[config.mk]
export PLATFORM = sky130hd
export DESIGN_NAME = ufb_top
export DESIGN_NICKNAME = d
export VERILOG_FILES = /design/src/rtl/ufb_pkg.sv /design/src/rtl/ufb_buf2.sv /design/src/rtl/ufb_top.sv
export SDC_FILE = /design/constraint.sdc
export NUM_CORES = 1
export LEC_CHECK = 0
export ABC_AREA = 1
export BUFFER_PORTS_ARGS = -buffer_cell sky130_fd_sc_hd__buf_2
export CAP_MARGIN = 20
export CORE_MARGIN = 4
export CORE_UTILIZATION = 67
export DETAILED_ROUTE_END_ITERATION = 10
export PLACE_DENSITY = 0.85
export REMOVE_ABC_BUFFERS = 1
export SYNTH_ARGS = -nofsm -noshare
export SYNTH_HDL_FRONTEND = slang
export SYNTH_HIERARCHICAL = 1
export SYNTH_SLANG_ARGS = --single-unit
[constraint.sdc]
create_clock -name sys_clk -period 5.5 [get_ports sys_clk]
set_input_delay 0.275 -clock sys_clk [delete_from_list [all_inputs] [get_ports sys_clk]]
set_output_delay 0.275 -clock sys_clk [all_outputs]
set_load 0.03 [all_outputs]
[src/rtl/ufb_pkg.sv]
// Package for the serial frame and baud configuration block
package ufb_pkg;
   // Register offsets
   localparam logic [3:0] OFS_CTRL_A = 4'h0;
   localparam logic [3:0] OFS_CTRL_B = 4'h1;
   localparam logic [3:0] OFS_CTRL_C = 4'h2;
   localparam logic [3:0] OFS_BAUD_LO = 4'h3;
   localparam logic [3:0] OFS_BAUD_HI = 4'h4;
   localparam logic [3:0] OFS_TX_DATA = 4'h5;
   localparam logic [3:0] OFS_RX_DATA = 4'h6;
   localparam logic [3:0] OFS_STATUS = 4'h7;
   // Field positions
   localparam int A_DOUBLE = 1;
   localparam int B_RX_EN = 4;
   localparam int B_TX_EN = 3;
   localparam int B_SIZE_TOP = 2;
   localparam int B_RX_NINTH = 1;
   localparam int B_TX_NINTH = 0;
   localparam int C_MODE_HI = 7;
   localparam int C_MODE_LO = 6;
   localparam int C_PAR_HI = 5;
   localparam int C_PAR_LO = 4;
   localparam int C_STOP = 3;
   localparam int C_SIZE_HI = 2;
   localparam int C_SIZE_LO = 1;
   localparam int C_POL = 0;
   localparam int S_RX_VALID = 0;
   localparam int S_TX_READY = 1;
   localparam int S_PAR_ERR = 2;
   localparam int S_FRAME_ERR = 3;
   // Reset values and the high divisor mask
   localparam logic [7:0] CTRL_C_RST = 8'h06;
   localparam logic [7:0] ZERO8 = 8'h00;
   localparam logic [3:0] HI_MASK = 4'hf;
   // Codes
   localparam logic [1:0] MODE_ASYNC = 2'b00;
   localparam logic [1:0] MODE_SYNC = 2'b01;
   localparam logic [1:0] PAR_EVEN = 2'b10;
   localparam logic [1:0] PAR_ODD = 2'b11;
   localparam logic [3:0] OVS_NORMAL = 4'hf;
   localparam logic [3:0] OVS_DOUBLE = 4'h7;
   localparam logic [3:0] OVS_MID_N = 4'h7;
   localparam logic [3:0] OVS_MID_D = 4'h3;
   localparam logic [3:0] LEN_BASE = 4'h5;
   localparam logic [3:0] LEN_NINE = 4'h9;
   localparam logic [2:0] SIZE_NINE = 3'b111;
   // Frame character with its ninth bit
   typedef struct packed {
      logic ninth;
      logic [7:0] low;
   } ufb_char_t;
   // Frame format carried to the shifters
   typedef struct packed {
      logic [1:0] mode;
      logic [1:0] parity;
      logic two_stop;
      logic [3:0] data_len;
      logic polarity;
      logic double_speed;
   } ufb_fmt_t;
   // Data bits for a size code
   function automatic logic [3:0] ufb_len(input logic [2:0] code);
      ufb_len = (code == SIZE_NINE) ? LEN_NINE : LEN_BASE + {2'b00, code[1:0]};
   endfunction
   // Parity bit over the active data bits
   function automatic logic ufb_par(input ufb_char_t c, input logic [3:0] len, input logic odd);
      logic p;
      p = odd;
      for (int i = 0; i < 9; i++)
         if (i < int'(len))
            p = p ^ c[i];
      ufb_par = p;
   endfunction
endpackage

[src/rtl/ufb_buf2.sv]
// Two-entry valid/ready buffer for received characters
`timescale 1ns/100ps
module ufb_buf2
   import ufb_pkg::*;
(
   // Clock and reset
   input wire logic sys_clk,
   input wire logic reset_n,
   // Fill side
   input wire logic in_valid,
   output logic in_ready,
   input wire ufb_char_t in_data,
   // Drain side
   output logic out_valid,
   input wire logic out_ready,
   output ufb_char_t out_data
);
   logic [1:0] cnt_q, cnt_d;
   ufb_char_t mem_q [2];
   ufb_char_t mem_d [2];
   logic rd_q, rd_d;
   logic wr_q, wr_d;
   logic push, pop;

   assign in_ready = (cnt_q != 2'd2);
   assign out_valid = (cnt_q != 2'd0);
   assign out_data = mem_q[rd_q];
   assign push = in_valid && in_ready;
   assign pop = out_valid && out_ready;

   // Pointers and count
   always_comb
   begin
      mem_d = mem_q;
      rd_d = rd_q;
      wr_d = wr_q;
      cnt_d = cnt_q;
      if (push)
      begin
         mem_d[wr_q] = in_data;
         wr_d = ~wr_q;
      end
      if (pop)
         rd_d = ~rd_q;
      cnt_d = cnt_q + {1'b0, push} - {1'b0, pop};
   end

   always_ff @(posedge sys_clk or negedge reset_n)
   begin
      if (!reset_n)
      begin
         cnt_q <= 2'd0;
         rd_q <= 1'b0;
         wr_q <= 1'b0;
         mem_q[0] <= '0;
         mem_q[1] <= '0;
      end
      else
      begin
         cnt_q <= cnt_d;
         rd_q <= rd_d;
         wr_q <= wr_d;
         mem_q <= mem_d;
      end
   end

   AST_NO_OVERFLOW: assert property (@(posedge sys_clk) disable iff (!reset_n) cnt_q <= 2'd2)
      else $error("buffer count beyond two");
endmodule

[src/rtl/ufb_top.sv]
// Serial transceiver with frame format and baud divisor configuration
//
// Local design decisions: strobed register access and the address map.
`timescale 1ns/100ps
module ufb_top
   import ufb_pkg::*;
(
   // Clock and reset
   input wire logic sys_clk,
   input wire logic reset_n,
   // Register port
   input wire logic [3:0] reg_addr,
   input wire logic [7:0] reg_wdata,
   input wire logic reg_wr,
   input wire logic reg_rd,
   output logic [7:0] reg_rdata,
   // Serial pins
   output logic transmit_pin,
   input wire logic receive_pin,
   output logic sync_clock_pin,
   output logic sync_clock_oe
);
   typedef enum {ST_IDLE, ST_START, ST_DATA, ST_PAR, ST_STOP} ufb_state_t;

   // Configuration registers
   logic [7:0] ctrl_a_q, ctrl_a_d, ctrl_b_q, ctrl_b_d, ctrl_c_q, ctrl_c_d;
   logic [11:0] baud_q, baud_d;
   logic [7:0] rdata_q, rdata_d;
   ufb_char_t tx_hold_q, tx_hold_d;
   logic tx_full_q, tx_full_d;
   ufb_fmt_t fmt;
   // Prescaler and bit tick
   logic [11:0] pre_q, pre_d;
   logic [3:0] ovs_q, ovs_d;
   logic os_tick, bit_tick, sclk_q, sclk_d;
   // Transmitter
   ufb_state_t tst_q, tst_d;
   ufb_char_t tsh_q, tsh_d;
   logic [3:0] tcnt_q, tcnt_d;
   logic txo_q, txo_d;
   // Receiver
   ufb_state_t rst_q, rst_d;
   ufb_char_t rsh_q, rsh_d;
   logic [3:0] rcnt_q, rcnt_d, rovs_q, rovs_d;
   logic rpar_q, rpar_d, rx_push, perr_q, perr_d, ferr_q, ferr_d;
   logic rx_prev_q, rx_samp;
   // Buffer wires
   logic buf_in_ready, buf_out_valid, buf_pop;
   ufb_char_t buf_out;

   // Frame format decode
   always_comb
   begin
      fmt.mode = ctrl_c_q[C_MODE_HI:C_MODE_LO];
      fmt.parity = ctrl_c_q[C_PAR_HI:C_PAR_LO];
      fmt.two_stop = ctrl_c_q[C_STOP];
      fmt.data_len = ufb_len({ctrl_b_q[B_SIZE_TOP], ctrl_c_q[C_SIZE_HI:C_SIZE_LO]});
      fmt.polarity = ctrl_c_q[C_POL];
      fmt.double_speed = ctrl_a_q[A_DOUBLE] && (fmt.mode == MODE_ASYNC);
   end

   wire logic is_sync = (fmt.mode == MODE_SYNC);
   assign buf_pop = reg_rd && (reg_addr == OFS_RX_DATA);

   // Register writes and read data
   always_comb
   begin
      ctrl_a_d = ctrl_a_q;
      ctrl_b_d = ctrl_b_q;
      ctrl_c_d = ctrl_c_q;
      baud_d = baud_q;
      tx_hold_d = tx_hold_q;
      tx_full_d = tx_full_q;
      rdata_d = ZERO8;
      if (tst_q == ST_IDLE && tx_full_q && ctrl_b_q[B_TX_EN])
         tx_full_d = 1'b0;
      if (reg_wr)
      begin
         unique case (reg_addr)
            OFS_CTRL_A: ctrl_a_d = reg_wdata;
            OFS_CTRL_B: ctrl_b_d = reg_wdata;
            OFS_CTRL_C: ctrl_c_d = reg_wdata;
            OFS_BAUD_LO: baud_d[7:0] = reg_wdata;
            OFS_BAUD_HI: baud_d[11:8] = reg_wdata[3:0] & HI_MASK;
            OFS_TX_DATA:
            begin
               // Ninth bit taken from control B at write time
               tx_hold_d = '{ninth: ctrl_b_q[B_TX_NINTH], low: reg_wdata};
               tx_full_d = 1'b1;
            end
            default: ;
         endcase
      end
      if (reg_rd)
      begin
         unique case (reg_addr)
            OFS_CTRL_A: rdata_d = ctrl_a_q;
            OFS_CTRL_B: rdata_d = {ctrl_b_q[7:2], buf_out.ninth, ctrl_b_q[0]};
            OFS_CTRL_C: rdata_d = ctrl_c_q;
            OFS_BAUD_LO: rdata_d = baud_q[7:0];
            OFS_BAUD_HI: rdata_d = {4'h0, baud_q[11:8]};
            OFS_RX_DATA: rdata_d = buf_out.low;
            OFS_STATUS:
            begin
               rdata_d[S_RX_VALID] = buf_out_valid;
               rdata_d[S_TX_READY] = ~tx_full_q;
               rdata_d[S_PAR_ERR] = perr_q;
               rdata_d[S_FRAME_ERR] = ferr_q;
            end
            default: rdata_d = ZERO8;
         endcase
      end
   end

   // Prescaler: down-counter reloaded on a low divisor write
   always_comb
   begin
      pre_d = pre_q;
      ovs_d = ovs_q;
      sclk_d = sclk_q;
      os_tick = (pre_q == 12'h000);
      bit_tick = 1'b0;
      if (reg_wr && reg_addr == OFS_BAUD_LO)
      begin
         pre_d = {baud_q[11:8], reg_wdata};
         ovs_d = 4'h0;
      end
      else if (os_tick)
      begin
         pre_d = baud_q;
         if (ovs_q == (fmt.double_speed ? OVS_DOUBLE : OVS_NORMAL))
         begin
            ovs_d = 4'h0;
            bit_tick = 1'b1;
         end
         else
            ovs_d = ovs_q + 4'h1;
         if (ovs_q == OVS_MID_N)
            sclk_d = 1'b1;
      end
      else
         pre_d = pre_q - 12'h001;
      if (bit_tick)
         sclk_d = 1'b0;
   end

   // Transmitter sequence
   always_comb
   begin
      tst_d = tst_q;
      tsh_d = tsh_q;
      tcnt_d = tcnt_q;
      txo_d = txo_q;
      unique case (tst_q)
         ST_IDLE:
         begin
            txo_d = 1'b1;
            if (tx_full_q && ctrl_b_q[B_TX_EN])
            begin
               tsh_d = tx_hold_q;
               tst_d = ST_START;
            end
         end
         ST_START: if (bit_tick)
         begin
            txo_d = 1'b0;
            tcnt_d = 4'h0;
            tst_d = ST_DATA;
         end
         ST_DATA: if (bit_tick)
         begin
            txo_d = tsh_q[tcnt_q];
            tcnt_d = tcnt_q + 4'h1;
            if (tcnt_q + 4'h1 == fmt.data_len)
               tst_d = (fmt.parity[1]) ? ST_PAR : ST_STOP;
         end
         ST_PAR: if (bit_tick)
         begin
            txo_d = ufb_par(tsh_q, fmt.data_len, fmt.parity == PAR_ODD);
            tst_d = ST_STOP;
            tcnt_d = 4'h0;
         end
         ST_STOP: if (bit_tick)
         begin
            txo_d = 1'b1;
            if (tcnt_q[0] || !fmt.two_stop || tcnt_q == fmt.data_len)
               tst_d = ST_IDLE;
            tcnt_d = (tcnt_q == fmt.data_len) ? 4'h1 : tcnt_q + 4'h1;
         end
      endcase
      if (tst_q == ST_DATA && bit_tick && tcnt_q + 4'h1 == fmt.data_len && !fmt.parity[1])
         tcnt_d = 4'h0;
   end

   // Receive sample edge; in sync mode the pin edge opposite the launch edge falls mid bit for either polarity
   assign rx_samp = is_sync ? (os_tick && ovs_q == OVS_MID_N)
                            : (os_tick && rovs_q == (fmt.double_speed ? OVS_MID_D : OVS_MID_N));

   // Receiver sequence; stop select is never consulted
   always_comb
   begin
      rst_d = rst_q;
      rsh_d = rsh_q;
      rcnt_d = rcnt_q;
      rovs_d = rovs_q;
      rpar_d = rpar_q;
      perr_d = perr_q;
      ferr_d = ferr_q;
      rx_push = 1'b0;
      // Own phase counter restarts at each start edge, so async sampling lands mid bit
      if (rst_q != ST_IDLE && os_tick)
         rovs_d = (rovs_q == (fmt.double_speed ? OVS_DOUBLE : OVS_NORMAL)) ? 4'h0 : rovs_q + 4'h1;
      if (buf_pop)
      begin
         perr_d = 1'b0;
         ferr_d = 1'b0;
      end
      unique case (rst_q)
         ST_IDLE:
            if (ctrl_b_q[B_RX_EN] && rx_prev_q && !receive_pin)
            begin
               rst_d = ST_START;
               rsh_d = '0;
               rovs_d = 4'h0;
            end
         ST_START: if (rx_samp)
         begin
            rst_d = receive_pin ? ST_IDLE : ST_DATA;
            rcnt_d = 4'h0;
         end
         ST_DATA: if (rx_samp)
         begin
            rsh_d[rcnt_q] = receive_pin;
            rcnt_d = rcnt_q + 4'h1;
            if (rcnt_q + 4'h1 == fmt.data_len)
               rst_d = fmt.parity[1] ? ST_PAR : ST_STOP;
         end
         ST_PAR: if (rx_samp)
         begin
            rpar_d = receive_pin ^ ufb_par(rsh_q, fmt.data_len, fmt.parity == PAR_ODD);
            rst_d = ST_STOP;
         end
         ST_STOP: if (rx_samp)
         begin
            // Only the first stop bit is checked
            rx_push = buf_in_ready;
            if (buf_in_ready)
            begin
               perr_d = rpar_q && fmt.parity[1]; // Set wins over read clear
               ferr_d = ~receive_pin;
            end
            rpar_d = 1'b0;
            rst_d = ST_IDLE;
         end
      endcase
   end

   // Data path, receive pin sample and all state except the output pins
   always_ff @(posedge sys_clk or negedge reset_n)
   begin
      if (!reset_n)
      begin
         ctrl_a_q <= ZERO8;
         ctrl_b_q <= ZERO8;
         ctrl_c_q <= CTRL_C_RST;
         baud_q <= 12'h000;
         rdata_q <= ZERO8;
         tx_hold_q <= '0;
         tx_full_q <= 1'b0;
         pre_q <= 12'h000;
         ovs_q <= 4'h0;
         sclk_q <= 1'b0;
         tst_q <= ST_IDLE;
         tsh_q <= '0;
         tcnt_q <= 4'h0;
         txo_q <= 1'b1;
         rst_q <= ST_IDLE;
         rsh_q <= '0;
         rcnt_q <= 4'h0;
         rovs_q <= 4'h0;
         rpar_q <= 1'b0;
         perr_q <= 1'b0;
         ferr_q <= 1'b0;
         rx_prev_q <= 1'b1;
      end
      else
      begin
         ctrl_a_q <= ctrl_a_d;
         ctrl_b_q <= ctrl_b_d;
         ctrl_c_q <= ctrl_c_d;
         baud_q <= baud_d;
         rdata_q <= rdata_d;
         tx_hold_q <= tx_hold_d;
         tx_full_q <= tx_full_d;
         pre_q <= pre_d;
         ovs_q <= ovs_d;
         sclk_q <= sclk_d;
         tst_q <= tst_d;
         tsh_q <= tsh_d;
         tcnt_q <= tcnt_d;
         txo_q <= txo_d;
         rst_q <= rst_d;
         rsh_q <= rsh_d;
         rcnt_q <= rcnt_d;
         rovs_q <= rovs_d;
         rpar_q <= rpar_d;
         perr_q <= perr_d;
         ferr_q <= ferr_d;
         rx_prev_q <= receive_pin;
      end
   end

   // Outputs; sync clock inverted by polarity so data moves on chosen edge
   always_ff @(posedge sys_clk or negedge reset_n)
   begin
      if (!reset_n)
      begin
         transmit_pin <= 1'b1;
         sync_clock_pin <= 1'b0;
         sync_clock_oe <= 1'b0;
      end
      else
      begin
         transmit_pin <= txo_d;
         sync_clock_pin <= sclk_d ^ ~ctrl_c_q[C_POL];
         sync_clock_oe <= is_sync;
      end
   end
   assign reg_rdata = rdata_q;

   // Two-entry character buffer; a frame that arrives while it is full is dropped
   ufb_buf2 u_buf (
      .sys_clk(sys_clk),
      .reset_n(reset_n),
      .in_valid(rx_push),
      .in_ready(buf_in_ready),
      .in_data(rsh_q),
      .out_valid(buf_out_valid),
      .out_ready(buf_pop),
      .out_data(buf_out)
   );

   AST_HI_READ_ZERO: assert property (@(posedge sys_clk) disable iff (!reset_n)
      reg_rd && reg_addr == OFS_BAUD_HI |=> reg_rdata[7:4] == 4'h0) else $error("high divisor reserved bits set");
   AST_RELOAD: assert property (@(posedge sys_clk) disable iff (!reset_n)
      reg_wr && reg_addr == OFS_BAUD_LO |=> pre_q == {baud_q[11:8], $past(reg_wdata)}) else $error("no reload");
   AST_DIV_LO: assert property (@(posedge sys_clk) disable iff (!reset_n)
      reg_wr && reg_addr == OFS_BAUD_LO |=> baud_q[7:0] == $past(reg_wdata)) else $error("low divisor lost");
   AST_COUNT_DOWN: assert property (@(posedge sys_clk) disable iff (!reset_n)
      !reg_wr && pre_q != 12'h000 |=> pre_q == $past(pre_q) - 12'h001) else $error("prescaler not counting down");
   AST_START_LOW: assert property (@(posedge sys_clk) disable iff (!reset_n)
      tst_q == ST_START && bit_tick |=> !transmit_pin) else $error("start bit not low");
   AST_IDLE_HIGH: assert property (@(posedge sys_clk) disable iff (!reset_n)
      tst_q == ST_IDLE && $past(tst_q) == ST_IDLE |-> transmit_pin) else $error("idle line not high");
   AST_SIZE: assert property (@(posedge sys_clk) disable iff (!reset_n)
      {ctrl_b_q[B_SIZE_TOP], ctrl_c_q[C_SIZE_HI:C_SIZE_LO]} == 3'b011 |-> fmt.data_len == 4'h8)
      else $error("size code wrong");
   AST_DOUBLE: assert property (@(posedge sys_clk) disable iff (!reset_n)
      bit_tick && fmt.double_speed |-> ovs_q == OVS_DOUBLE) else $error("double speed factor wrong");
   AST_STOP_END: assert property (@(posedge sys_clk) disable iff (!reset_n)
      tst_q == ST_STOP && bit_tick && !fmt.two_stop |=> tst_q == ST_IDLE) else $error("extra stop bit");
   AST_OE_SYNC: assert property (@(posedge sys_clk) disable iff (!reset_n)
      ##1 sync_clock_oe == ($past(ctrl_c_q[C_MODE_HI:C_MODE_LO]) == MODE_SYNC)) else $error("sync clock enable wrong");
   COV_TX_FRAME: cover property (@(posedge sys_clk) tst_q == ST_STOP ##1 tst_q == ST_IDLE);
   COV_RX_PUSH: cover property (@(posedge sys_clk) rx_push);
   COV_PAR: cover property (@(posedge sys_clk) tst_q == ST_PAR && bit_tick);
   COV_BUF_FULL: cover property (@(posedge sys_clk) !buf_in_ready);
endmodule

==> flow_metrics.env <==
export IMPL_cts_root_buffer="clkbuf_8"
export IMPL_routabilityCongestion=0.9453
export IMPL_grt_max_degree=82
export IMPL_die_height_um=112.7
export IMPL_crit_path_cell_trace="inv_1 -> ha_1 -> nand2_2 -> nor2_4 -> nand2_4 -> nor3_4 -> nand2_2 -> inv_2 -> nand3_2 -> inv_2 -> nand2_1 -> nand2_1 -> nand2_1 -> ha_1 -> inv_1 -> nand2_1 -> nand2_1 -> inv_1 -> nand2_1 -> nand2_1"
export IMPL_grt_first_pass_wirelength_um=31010
export IMPL_synth_most_common_cell="nand2_1"
export IMPL_cts_tree="done"
export IMPL_drt_first_pass_iters=8
export IMPL_coreArea_mm2=0.01051
export IMPL_netlist_cell_type_count=47
export IMPL_synth_edf_count=0
export IMPL_final_core_util=0.7794
export IMPL_worst_setup_path_end_kind="flop"
export IMPL_critPathKind="reg2reg"
export IMPL_synthesis_area_mm2=0.007341
export IMPL_cp_required_ns=5.92
export IMPL_crit_slowest_cell="dfrtp_1"
export IMPL_finalClockSkew_ns=0.008883
export IMPL_seq_power_share=0.419
export IMPL_switching_share=0.3423
export IMPL_ctsResizeCount=0
export IMPL_antenna_found_initial=0
export IMPL_start_kind="flop"
export IMPL_critPathArrivalTime_ns=3.29
export IMPL_start_util=0.6985
export IMPL_cpPeakStageDelay_ns=0.38
export IMPL_yosys_area_top_type="dfrtp_1"
export IMPL_hpwl_um=12710
export IMPL_areaGrowthSynthToFinish_pct=11.57
export IMPL_p_leak_nw=4.190
export IMPL_critical_path_most_common_cell="nand2_1"
export IMPL_final_layout_size_suffix_gt1_frac=0.1232
export IMPL_ys_warn_count=6
export IMPL_clockBufferDepth=2
export IMPL_maxSlewHeadroom=0.5136
export IMPL_async_flop_share=1.000
export IMPL_io_pin_count=28
export IMPL_rsz0062_at_grt="no"
export IMPL_setup_viol=0
export IMPL_rows=37
export IMPL_vias=6533
export IMPL_cts_made_buffers=17
export IMPL_synth_ff_type="dfrtp_1"
export IMPL_drt_total_wl_um=18540
export IMPL_clk_latency_ns=0.53
export IMPL_io_buffers=27
export IMPL_drc_errors=0
export IMPL_antenna_left=0
export IMPL_cp_max_fo=23
export IMPL_drt_vias_per_instance=5.843
export IMPL_p_comb_frac=0.235
export IMPL_hold_path_class="in2reg"
export IMPL_setup_tns_ns=0
export IMPL_track_usage=0.3074
export IMPL_diodes=0
export IMPL_synth_commonest_cells="nand2_1, dfrtp_1, inv_1, o21ai_0, nand3_1"
export IMPL_cts_num_sinks=135
export IMPL_min_period_ns=2.864
export IMPL_syn_area_per_cell_um2=7.851
export IMPL_netlist_area_leader_share=0.4466
export IMPL_p_total_mw=3.213
export IMPL_fp_dieArea_mm2=0.01269
export IMPL_yosysSeqAreaShare=0.4609
export IMPL_fin_crit_sh=0.5208
export IMPL_stdcell_count=1118
export IMPL_crit_buf_inv=5
export IMPL_tightest_slew_ns=0.7296
export IMPL_hold_viol=0
export IMPL_max_freq_mhz=349.1
export IMPL_cap_violations=0
export IMPL_ctsHtreeMaxLevel=4
export IMPL_clkTransAtPathRegs_ns=0.06
export IMPL_final_cell_area_mm2=0.008190
export IMPL_p_per_area_mw_per_mm2=392.3
export IMPL_fillCellCount=741
export IMPL_synthTopCellsByArea="dfrtp_1, nand2_1, inv_1"
export IMPL_cp_top_family="simple AND/OR/NAND/NOR gates"
export IMPL_dp_cells=1082
export IMPL_die_w_um=112.7
export IMPL_final_nets=999
export IMPL_grt_pass1_vias=6295
export IMPL_p_clk_frac=0.346
export IMPL_seq_area_mm2=0.003383
export IMPL_post_cts_setup_buffers=0
export IMPL_wl_per_cell_um=16.58
export IMPL_drv_slew=0
export IMPL_ys_seq_elements=135
export IMPL_intPower_mw=2.113
export IMPL_dpl_cell_area_mm2=0.007569
export IMPL_synth_cells=935
export IMPL_status="completed"
export IMPL_grt_overflow_total=0
export IMPL_multiInputGateArea_mm2=0.003373
export IMPL_peakVddDrop_mv=0.3578
export IMPL_drt_iter0_markers=761
export IMPL_power_switching_mw=1.100
==> cells by family (layout without fill, tap and decap cells) <==
family          after synthesis  after routing  share of synthesized area
simple gates                465            465                     0.2886
compound gates              154            154                     0.1237
buf+inv                     147            194                    0.07960
flops                       135            135                     0.4609
xor+xnor                     21             21                    0.02506
fa+ha+maj                    13             13                    0.02216
==> registers in the layout, indices dropped and copies added (netlist names), 2 cells and up <==
signal	count
ctrl_c_q	8
rcnt_q	4
tx_hold_q	9
u_buf/mem_q	18
ovs_q	4
rovs_q	4
rst_q	3
baud_q	12
tcnt_q	4
tsh_q	9
ctrl_a_q	8
rsh_q	9
reg_rdata	8
u_buf/cnt_q	2
tst_q	3
pre_q	12
ctrl_b_q	7
==> worst paths after layout <==
path                                              from                     endpoint  cells after the start  slack, ns
max                                 pre_q[0]$_DFF_PN0_     u_buf/cnt_q[1]$_DFF_PN0_                     20       2.64
max reg2reg                         pre_q[0]$_DFF_PN0_     u_buf/cnt_q[1]$_DFF_PN0_                     20       2.64
max in group asynchronous                      reset_n      sync_clock_oe$_DFF_PN0_                      3       3.96
min                                       reg_wdata[2]        baud_q[2]$_DFFE_PN0P_                      3       0.01
min in group asynchronous                      reset_n   u_buf/mem_q[0]$_DFFE_PN0P_                      2       0.35
min reg2reg                u_buf/mem_q[12]$_DFFE_PN0P_  u_buf/mem_q[12]$_DFFE_PN0P_                      2       0.48
==> per-stage QoR <==
stage	setup slack, ns	hold WS, ns
2_1_floorplan	3.059	-0.02059
3_3_place_gp	2.803	0.3601
3_5_place_dp	2.695	0.3679
4_1_cts	2.648	0.002798
5_1_grt	2.325	0.02564
6_report	2.636	0.01206
==> worst register-to-register path, cell delays in order (launching register included) <==
cell and delay, ns:
dfrtp_1 0.38, inv_1 0.08, ha_1 0.19, nand2_2 0.10
nor2_4 0.13, nand2_4 0.09, nor3_4 0.24, nand2_2 0.14
inv_2 0.14, nand3_2 0.12, inv_2 0.33, nand2_1 0.17
nand2_1 0.11, nand2_1 0.06, ha_1 0.18, inv_1 0.05
nand2_1 0.04, nand2_1 0.07, inv_1 0.04, nand2_1 0.05
nand2_1 0.04
==> placed cells by master, fill, tap and decap left out, types with 3 or more instances in the layout <==
master,synthesis,layout
clkbuf_8,0,4
o21ai_1,18,18
inv_2,17,17
nor2_2,9,9
o211ai_1,13,13
a22oi_1,3,3
nand2_1,283,283
a31oi_1,3,3
nand3_2,3,3
nand2_2,8,8
clkinv_4,0,3
ha_1,13,13
o221ai_1,6,6
nor2_1,54,54
o21ai_0,62,62
xnor2_1,6,6
inv_1,111,111
buf_2,7,26
o22ai_1,7,7
nor3_1,6,6
nor2_4,4,4
a221oi_1,5,5
nand3_1,59,59
a21oi_1,24,24
nand2_4,8,8
dlygate4sd3_1,0,4
dfstp_2,4,4
dfrtp_1,131,131
xor2_1,15,15
nand4_1,21,21
clkinv_2,0,4
clkbuf_16,0,16
==> timing repair <==
| item | in CTS | in global routing |
|---|---|---|
| endpoints found under the setup margin | 0 | 0 |
| hold buffers | 4 | 0 |
| endpoints found under the hold margin | 83 | 0 |
==> layer usage <==
metal / GRT usage / vias up / wire (µm)
met1: 0.4145 / 3106 / 7880
li1: - / 3107 / -
met5: 0 / - / 0
met4: 0.1066 / 0 / 514
met3: 0.08086 / 43 / 1419
met2: 0.4842 / 277 / 8727
==> power groups by stage <==
stage               Clock (mW)  Sequential, mW  Combinational [mW]
finish                    1.11            1.35               0.755
detailed placement           0            1.35               0.734
CTS                       1.11            1.34               0.751
global placement             0            1.34               0.706
floorplan                    0            1.32               0.551
global route              1.17            1.36               0.852
==> area by class of cell <==
type / count / area share
clock buffers: 21 / 0.05606
clock inverters: 11 / 0.01497
inverters: 130 / 0.06019
multi-input cells: 653 / 0.4119
flip-flops and latches: 135 / 0.4131
well taps: 136 / 0.02078
repair buffers: 32 / 0.02307
No activity file was read; power rests on OpenSTA's default activity.
